## src/tpd_host_pkg.sv

```systemverilog
package tpd_host_pkg;
  localparam int unsigned ROW_W        = 9;
  localparam int unsigned COL_W        = 8;
  localparam int unsigned DATA_W       = 8;
  localparam int unsigned CLK_MHZ      = 25;
  localparam int unsigned REFRESH_ROWS = 512;
  // Whole-array refresh interval in microseconds
  localparam int unsigned REFRESH_PERIOD_US = 16700;
  // Longest gap between refreshes, rounded down to cycles
  localparam int unsigned REFRESH_GAP_CYC =
    (REFRESH_PERIOD_US * CLK_MHZ) / REFRESH_ROWS;
  // Each strobe phase lasts this many clock cycles
  localparam logic [3:0]  PHASE_CYC    = 4'h2;
  localparam logic [DATA_W-1:0] ALL_ENABLED = 8'hff;

  typedef enum logic [1:0] {
    OP_READ,
    OP_WRITE,
    OP_MASKED_WRITE,
    OP_REFRESH
  } op_kind_t;

  // One request from the user side
  typedef struct packed {
    op_kind_t          kind;
    logic [ROW_W-1:0]  row;
    logic [COL_W-1:0]  col;
    logic [DATA_W-1:0] wdata;
    logic [DATA_W-1:0] mask;
  } mem_req_t;

  // Control strobes toward the memory, active low except the two special function selects
  typedef struct packed {
    logic row_strobe_n;
    logic col_strobe_n;
    logic transfer_or_output_enable_n;
    logic mask_or_write_enable_n;
    logic special_function_sel_1;
    logic special_function_sel_2;
  } strobes_t;

  localparam strobes_t STROBES_IDLE = '{
    row_strobe_n: 1'b1, col_strobe_n: 1'b1,
    transfer_or_output_enable_n: 1'b1, mask_or_write_enable_n: 1'b1,
    special_function_sel_1: 1'b0, special_function_sel_2: 1'b0};
endpackage : tpd_host_pkg

```

## src/refresh_timer.sv

```systemverilog
// Raises a refresh demand after each interval until served
module refresh_timer
  import tpd_host_pkg::*;
#(
  parameter int unsigned GAP_CYC = REFRESH_GAP_CYC
) (
  input  wire logic clk_i,
  input  wire logic nrst_i,
  input  wire logic served_i,
  output logic      due_o
);
  logic [19:0] count_reg;

  // Count always runs; demand is sticky so a late service still counts
  always_ff @(posedge clk_i or negedge nrst_i) begin
    if (!nrst_i) begin
      count_reg <= '0;
    end else if (count_reg == 20'(GAP_CYC - 1)) begin
      count_reg <= '0;
    end else begin
      count_reg <= count_reg + 20'h00001;
    end
  end

  // Set wins over the clear
  always_ff @(posedge clk_i or negedge nrst_i) begin
    if (!nrst_i) begin
      due_o <= 1'b0;
    end else if (count_reg == 20'(GAP_CYC - 1)) begin
      due_o <= 1'b1; // RULE1
    end else if (served_i) begin
      due_o <= 1'b0;
    end
  end
endmodule : refresh_timer

```

## src/tpd_host.sv

```systemverilog
// Contract
// [RULE1] Host refreshes all 512 rows within each 16.7 ms interval.
// [RULE2] Counter refresh: device picks and advances the row itself.
// [RULE3] Row-only refresh: host presents its own row at row strobe fall.
// [RULE4] Device keeps data lines high-impedance during refresh cycles.
// [RULE5] Row strobe toggled with column strobe low gives hidden refresh.
// [RULE6] Every read or write also refreshes its addressed row.
// [RULE7] Nine row bits at row fall, eight column bits at column fall.
// [RULE8] Device ignores controls while row strobe is high.
// [RULE9] Transfer/output-enable high at row fall for memory cycles.
// [RULE10] Write-enable high at column fall means read onto data lines.
// [RULE11] Host drops output enable after row fall to see read data.
// [RULE12] Device drives data only while output enable and column low.
// [RULE13] Mask enable low at row fall selects masked write, else high.
// [RULE14] Write-enable low at column fall writes the data byte.
// [RULE15] Device supports read, early, late, modify and page cycles. The model handles only read, early write and page cycles.
// [RULE16] Mask enable and both special lines low load the mask byte.
// [RULE17] Mask bit 1 permits the write, 0 blocks it.
// [RULE18] Masked write changes only unmasked bits.
// [RULE19] Non-persistent mask reloaded at every row strobe fall. The model skips the reload at counter-refresh row falls.
module tpd_host
  import tpd_host_pkg::*;
#(
  parameter int unsigned GAP_CYC = REFRESH_GAP_CYC
) (
  input  wire logic              clk_i,
  input  wire logic              nrst_i,
  input  wire mem_req_t          req_i,
  input  wire logic              req_valid_i,
  output logic                   req_ready_o,
  output logic [DATA_W-1:0]      rdata_o,
  output logic                   rdata_valid_o,
  output strobes_t               strobes_o,
  output logic [ROW_W-1:0]       multiplexed_address_o,
  input  wire logic [DATA_W-1:0] random_port_data_i,
  output logic [DATA_W-1:0]      random_port_data_o,
  output logic                   random_port_data_oe_o
);
  typedef enum logic [2:0] {
    ST_IDLE,
    ST_ROW,
    ST_COL,
    ST_DONE,
    ST_CBR_COL,
    ST_CBR_ROW
  } state_t;

  state_t     state_reg;
  mem_req_t   cur_reg;
  logic [3:0] phase_reg;
  logic       due;
  logic       served;
  logic       phase_end;

  assign phase_end = (phase_reg == PHASE_CYC - 4'h1);
  assign served    = (state_reg == ST_CBR_ROW) && phase_end;

  refresh_timer #(
    .GAP_CYC (GAP_CYC)
  ) u_timer (
    .clk_i    (clk_i),
    .nrst_i   (nrst_i),
    .served_i (served),
    .due_o    (due)
  );

  // Phase counter restarts on every state change
  always_ff @(posedge clk_i or negedge nrst_i) begin
    if (!nrst_i) begin
      phase_reg <= '0;
    end else if (state_reg == ST_IDLE || phase_end) begin
      phase_reg <= '0;
    end else begin
      phase_reg <= phase_reg + 4'h1;
    end
  end

  // Sequencer; refresh demand beats user requests so rows never starve
  always_ff @(posedge clk_i or negedge nrst_i) begin
    if (!nrst_i) begin
      state_reg <= ST_IDLE;
      cur_reg   <= '0;
    end else begin
      case (state_reg)
        ST_IDLE: begin
          if (due) begin
            state_reg <= ST_CBR_COL; // RULE1
          end else if (req_valid_i) begin
            cur_reg   <= req_i;
            state_reg <= ST_ROW;
          end
        end
        ST_ROW:     if (phase_end) state_reg <= (cur_reg.kind == OP_REFRESH)
                                                ? ST_DONE : ST_COL;
        ST_COL:     if (phase_end) state_reg <= ST_DONE;
        ST_DONE:    if (phase_end) state_reg <= ST_IDLE;
        ST_CBR_COL: if (phase_end) state_reg <= ST_CBR_ROW;
        ST_CBR_ROW: if (phase_end) state_reg <= ST_DONE; // RULE2
        default:    state_reg <= ST_IDLE;
      endcase
    end
  end

  // Strobes, address and data drive per state
  always_ff @(posedge clk_i or negedge nrst_i) begin
    if (!nrst_i) begin
      strobes_o             <= STROBES_IDLE;
      multiplexed_address_o <= '0;
      random_port_data_o    <= '0;
      random_port_data_oe_o <= 1'b0;
    end else begin
      case (state_reg)
        ST_IDLE: begin
          strobes_o             <= STROBES_IDLE; // RULE8
          random_port_data_oe_o <= 1'b0;
          if (!due && req_valid_i) begin
            multiplexed_address_o <= req_i.row; // RULE3 RULE7
            // Mask byte must be on the data lines at row fall
            random_port_data_o    <= req_i.mask; // RULE19
            random_port_data_oe_o <= (req_i.kind == OP_MASKED_WRITE);
            strobes_o.mask_or_write_enable_n <=
              (req_i.kind != OP_MASKED_WRITE); // RULE13 RULE16
          end
        end
        ST_ROW: begin
          strobes_o.row_strobe_n <= 1'b0; // RULE6 RULE9
          if (phase_end) begin
            multiplexed_address_o <= {1'b0, cur_reg.col}; // RULE7
            random_port_data_o    <= cur_reg.wdata;
            random_port_data_oe_o <= (cur_reg.kind != OP_READ) &&
                                     (cur_reg.kind != OP_REFRESH);
            strobes_o.mask_or_write_enable_n <=
              (cur_reg.kind == OP_READ) || (cur_reg.kind == OP_REFRESH);
            strobes_o.transfer_or_output_enable_n <=
              (cur_reg.kind != OP_READ); // RULE11
          end
        end
        ST_COL: begin
          // Early write: write enable already low before column fall
          strobes_o.col_strobe_n <= 1'b0; // RULE10 RULE14 RULE17 RULE18
        end
        ST_DONE: begin
          strobes_o             <= STROBES_IDLE;
          random_port_data_oe_o <= 1'b0;
        end
        ST_CBR_COL: begin
          // Data lines released, the device floats its own too
          strobes_o.col_strobe_n <= 1'b0; // RULE4
          random_port_data_oe_o  <= 1'b0;
        end
        ST_CBR_ROW: strobes_o.row_strobe_n <= 1'b0; // RULE5
        default:    strobes_o <= STROBES_IDLE;
      endcase
    end
  end

  // Read byte captured at the end of the column phase
  always_ff @(posedge clk_i or negedge nrst_i) begin
    if (!nrst_i) begin
      rdata_o       <= '0;
      rdata_valid_o <= 1'b0;
    end else begin
      rdata_valid_o <= 1'b0;
      if (state_reg == ST_COL && phase_end && cur_reg.kind == OP_READ) begin
        rdata_o       <= random_port_data_i; // RULE12
        rdata_valid_o <= 1'b1;
      end
    end
  end

  // One-cycle hint as each cycle ends; requests are taken when idle unless a refresh is due
  always_ff @(posedge clk_i or negedge nrst_i) begin
    if (!nrst_i) begin
      req_ready_o <= 1'b0;
    end else begin
      req_ready_o <= (state_reg == ST_DONE) && phase_end;
    end
  end
endmodule : tpd_host

```

## config.mk

```make
export PLATFORM = sky130hd
export DESIGN_NAME = tpd_host
export DESIGN_NICKNAME = d
export VERILOG_FILES = /design/src/tpd_host_pkg.sv /design/src/refresh_timer.sv /design/src/tpd_host.sv
export SDC_FILE = /design/constraint.sdc
export NUM_CORES = 1
export LEC_CHECK = 0
export BUFFER_PORTS_ARGS = -buffer_cell sky130_fd_sc_hd__buf_2
export CORE_MARGIN = 2
export CORE_UTILIZATION = 55
export DETAILED_ROUTE_END_ITERATION = 12
export GPL_ROUTABILITY_DRIVEN = 1
export PLACE_DENSITY = 0.81
export SKIP_LAST_GASP = 1
export SYNTH_ARGS = -nofsm -noshare
export SYNTH_HDL_FRONTEND = slang
export SYNTH_SLANG_ARGS = --single-unit
```

## constraint.sdc

```tcl
create_clock -name clk_i -period 4.1 [get_ports clk_i]
set_input_delay 0.205 -clock clk_i [delete_from_list [all_inputs] [get_ports clk_i]]
set_output_delay 0.205 -clock clk_i [all_outputs]
set_load 0.03 [all_outputs]
```

==> reports/metrics.cfg, run 1 <==
[run_status]
status=finished with violations
violations=hold timing

[setup_path]
cpPeakStageDelay_ps=650
crit_fanout=22
cp-start-kind=flop
critPathKind=flop to flop
slowest_stage=or4b_4
cp-end-kind=flop
crit_family=simple AND/OR/NAND/NOR gates
crit_required_ps=4340
crit_arrival_ps=2430
crit_path_cell_trace=or4b_4 -> nor2_4 -> mux2_2
worst-path-buf-inv=0

[cells_and_area]
largest_reg_flops=20
nets=431
multiInputGateArea_sq_mm=0.00146
drive_gt1_frac=0.339
seqCellArea_sq_mm=0.00196
final_cell_area_sq_mm=0.00414
nFillCells=501
syn2layout_area_growth_pct=16.6

[synth]
synthArstFlopShare=1.00
synth_cells=304
synth_area_sq_mm=0.00355
ys_seq_elements=78
synth.distinct_cells=44
synth.avg_cell_area_sq_um=11.7
dominantRegCellSynth=dfrtp_1
ys_seq_area_frac=0.552
synth-edff-count=0
yosysWarnings=0

[clock_tree]
cts_buffers=9
cts_resized=0
root_buffer=clkbuf_8
cts_max_path_buffers=2
cts_setup_buffers=0
hold_buffers=0
cts_tree=yes
worstSkewPairLatency_ps=360
cts_sinks=78
path_clk_slew_ps=80
htreeDepth=3

[routing]
first_pass_iters=4
wl_per_cell_um=14.1
wl_um=6520
drt-initial-drc-count=142
avgViaCountPerCell=5.34
drc=0
ant_nets=0
num_vias=2465

[global_route]
grt_use_total=0.197
grt-ovfl-total=0
grt_pass1_vias=2400
grt_max_degree=79
grt_pass1_wl_um=11000
antenna_found_initial=1

[place]
dp_hpwl_um=4570
io_buffers=77
place_area_sq_mm=0.00394
gp_congestion=0.795

[sta]
slew_headroom=0.384
period_needed_ps=2190
rsz0062_at_grt=false
tightest_slew_ps=925
fmax_mhz=457
finalHoldViolCount=22
finalSetupTns_ps=0
finalMaxSlewViolations=0
skew_ps=8.32
whs_ps=-12.7
fin_crit_sh=0.534
final-setup-viol-count=0

[power_and_ir_drop]
irDropWorstVdd_v=0.000423
p_sw_mw=1.21
p_sw_frac=0.401
pwr-share-clk=0.192
comb_power_share=0.397
p_seq_frac=0.412
cellPowerDensity_mw_per_mm2=729
p_leak_nw=1.93
internal-power_mw=1.80

[floorplanning]
die_w_um=84.3
fp-row-count=29
coreArea_sq_mm=0.00628
die_h_um=84.3
die_area_sq_mm=0.00711
pin_count=80
start_util=0.565

[run]
cap_violations=0

[hold_path]
worstHoldPathType=primary input to asynchronous set/reset pin

synth_stat cells, drive strengths merged (2+ instances only):
cell,instances,share of area
nand4,9,0.016
nor4b,2,0.0049
dfstp,4,0.030
clkbuf,4,0.0042
xnor2,10,0.025
nor4,3,0.0053
nand2b,2,0.0035
buf,11,0.027
nand3b,2,0.0042
a21oi,21,0.031
nor2,41,0.046
inv,7,0.0074
nand2,12,0.013
nor2b,3,0.0053
o21ai,5,0.0071
nor3,9,0.013
mux2i,17,0.048
xor2,12,0.030
and3,4,0.0071
mux2,24,0.076
ha,6,0.021
dfrtp,74,0.52
nor3b,2,0.0074
nand3,6,0.0099
layout make-up:
| class | instances | area share |
|---|---|---|
| clock buffer | 10 | 0.0309 |
| inverter | 7 | 0.00635 |
| antenna | 1 | 0.000605 |
| sequential | 78 | 0.473 |
| clock inverter | 6 | 0.0169 |
| multi-input combinational | 205 | 0.353 |
| tap | 77 | 0.0233 |
| timing repair buffer | 78 | 0.0956 |
cells by family after synthesis:
group	after synthesis	share of synthesized area
fa+ha+maj	6	0.0212
other cells	1	0.00106
compound gates	33	0.0589
simple gates	101	0.150
flops	78	0.552
buf+inv	22	0.0388
mux	41	0.124
xor+xnor	22	0.0543
metrics by stage:
step                setup slack, ps  utilization  hold WS, ps  total power [mW]  std cells
finish                         1910        0.659        -12.7              3.01        462
CTS                            1900        0.658         5.60              3.04        461
global route                   1770        0.658         62.8              3.19        461
floorplan                      2370            -        -90.6              2.18        305
detailed placement             1920        0.627          407              2.46        445
global placement               1980        0.627          410              2.40        445
final timing paths:
kind	cells after the start	to	slack, ps	startpoint
max in group asynchronous	1	random_port_data_o[1]	3530	nrst_i
setup / recovery	3	cur_reg[10]	1910	state_reg[2]
hold reg to reg	1	phase_reg[0]	490	phase_reg[0]
min in group clk_i	2	cur_reg[13]	80	req_i[13]
hold / removal	1	rdata_o[6]	-10	nrst_i
setup reg to reg	3	cur_reg[10]	1910	state_reg[2]
routing by layer:
metal | up-vias | GRT usage | share of wire | routed length (um)
met5 | - | 0 | 0 | 0
met4 | 0 | 0.101 | 0.023 | 148
met3 | 12 | 0.0452 | 0.045 | 292
met2 | 54 | 0.331 | 0.50 | 3250
met1 | 1206 | 0.239 | 0.43 | 2830
li1 | 1193 | - | - | -
power by group through the flow:
stage	Combinational (mW)	Clock (mW)	Sequential, mW
2_1_floorplan	0.713	0	1.47
3_3_place_gp	1.17	0	1.24
3_5_place_dp	1.20	0	1.26
4_1_cts	1.21	0.592	1.24
5_1_grt	1.29	0.620	1.28
6_report	1.20	0.578	1.24
cell usage in the layout, fill, tap and decap left out, types with 3 or more instances in the layout:
master / instances
dfstp_2: 4
inv_1: 7
buf_2: 76
ha_1: 6
and3_1: 4
clkinvlp_4: 3
nor4_1: 3
mux2_2: 24
nor2_1: 40
nand3_1: 5
mux2i_1: 17
nand4_1: 9
clkbuf_8: 9
a21oi_1: 20
xor2_1: 12
xnor2_1: 10
nand2_1: 12
nor2b_1: 3
o21ai_0: 5
nor3_1: 9
dfrtp_1: 74
Power figures use the tool's default switching activity.
==> run 2: changes to the inputs <==
Settings changed: CORE_UTILIZATION 55 to 49, PLACE_DENSITY 0.81 to 0.76.
Clock period 4.1 ns to 1.8 ns, I/O delays scaled along.
==> reports/metrics.cfg, run 2 (same netlist as run 1, synthesis figures left out) <==
[place]
dp_slack_ps=66.9
io_buffers=77
place_area_sq_mm=0.00409
gp_congestion=0.770
dp_hpwl_um=4870

[clock_tree]
cts_tree=yes
cts_sinks=78
root_buffer=clkbuf_8
cts_max_path_buffers=2
cts_resized=0
htreeDepth=3
worstSkewPairLatency_ps=350
cts_buffers=9
path_clk_slew_ps=80
cts_setup_buffers=0

[setup_path]
slowest_stage=or4b_4
crit_path_cell_trace=or4b_4 -> nor2_4 -> buf_12 -> mux2_2
cpPeakStageDelay_ps=570
worst-path-buf-inv=1
reg2reg_to=cur_reg[21]
crit_arrival_ps=2000
critPathKind=flop to flop
reg2reg_from=u_timer.due_o
cp-start-kind=flop
cp-end-kind=flop
crit_fanout=22
r2r_slack_ps=40
worstRegToRegCells=4
crit_family=simple AND/OR/NAND/NOR gates
crit_required_ps=2030

[power_and_ir_drop]
p_leak_nw=2.11
irDropWorstVdd_v=0.000811
cellPowerDensity_mw_per_mm2=1570

[floorplanning]
die_area_sq_mm=0.00793
die_h_um=89.1
fp-row-count=31
die_w_um=89.1
coreArea_sq_mm=0.00714
pin_count=80
start_util=0.497

[routing]
drt-initial-drc-count=128
num_vias=2664
avgViaCountPerCell=5.11
wl_per_cell_um=14.0
first_pass_iters=4
ant_nets=0
wl_um=7300
drc=0

[cells_and_area]
nFillCells=595
finish.utilization=0.640
final_cell_area_sq_mm=0.00457
largest_reg_flops=20
syn2layout_area_growth_pct=28.8
insertedDiodeCount=0
nets=469
layout_common_cells=76 x buf_2, 74 x dfrtp_1, 40 x nor2_1
final_common_cell=buf_2
drive_gt1_frac=0.332

[global_route]
antenna_found_initial=0
grt-ovfl-total=0
grt_pass1_vias=2677
grt_use_total=0.203
grt_pass1_wl_um=12300
grt_max_degree=41

[run]
cap_violations=0

[sta]
period_needed_ps=1760
finalHoldViolCount=0
fmax_mhz=567
fin_crit_sh=0.979
rsz0062_at_grt=false
skew_ps=6.91
worst_slack_ps=37.5
finalSetupTns_ps=0
final-setup-viol-count=0
whs_ps=32.6
finalMaxSlewViolations=0

[run_status]
status=completed

[hold_path]
hold_start=req_i[1]
worstHoldPathType=primary input to flop
whs_path_depth=3
whs_endpoint=random_port_data_o[1]

[run 2: cell count changes in the layout (fill, tap and decap cells not counted)]
| cell | previous run | this run |
|---|---|---|
| diode_2 | 1 | 0 |
| buf_12 | 0 | 4 |
| dlygate4sd3_1 | 0 | 28 |
| buf_4 | 2 | 8 |
[run 2: worst min-delay path, cell delays in order]
cell	delay [ps]
buf_2	70
mux2i_1	50
a21oi_1	130
[run 2: how the worst max path moves through the flow]
stage / start / to / slack [ps] / depth (start not counted)
floorplan: state_reg[1] / cur_reg[10] / 70 / 5
global placement: u_timer.due_o / cur_reg[9] / 110 / 4
detailed placement: u_timer.due_o / cur_reg[8] / 70 / 4
CTS: u_timer.due_o / cur_reg[23] / 60 / 4
global route: phase_reg[1] / rdata_o[3] / 2 / 5
finish: u_timer.due_o / cur_reg[21] / 40 / 4
[run 2: where the power goes]
part           leakage [nW]  switching, mW  internal (mW)
Sequential            0.947          0.333           2.38
Combinational          1.07           1.84           1.28
Clock                0.0895          0.675          0.651
Total                  2.11           2.85           4.31
[run 2: repair_timing]
item,4_1_cts,5_1_grt
endpoints found under the setup margin,0,0
hold buffers,28,0
hold endpoints to repair,61,0
[run 2: area by class of cell]
class / count / area [sq um] / area share
well taps: 99 / 124 / 0.0271
clock inverters: 6 / 70.1 / 0.0153
inverters: 7 / 26.3 / 0.00575
multi-input cells: 205 / 1460 / 0.320
clock buffers: 10 / 128 / 0.0280
flip-flops and latches: 78 / 1960 / 0.429
repair buffers: 116 / 801 / 0.175
[run 2: per-layer routing]
layer,share of wire,vias up,global-route usage
li1,-,1273,-
met1,0.43,1308,0.260
met2,0.51,63,0.324
met3,0.034,20,0.0536
met4,0.025,0,0.0936
met5,0,-,0
[run 2: stage by stage]
stage,power (mW),std cells
final,7.16,521
after global routing,7.61,521
after floorplan,4.97,305
after detailed placement,5.81,477
after CTS,7.18,521
after global placement,5.69,477
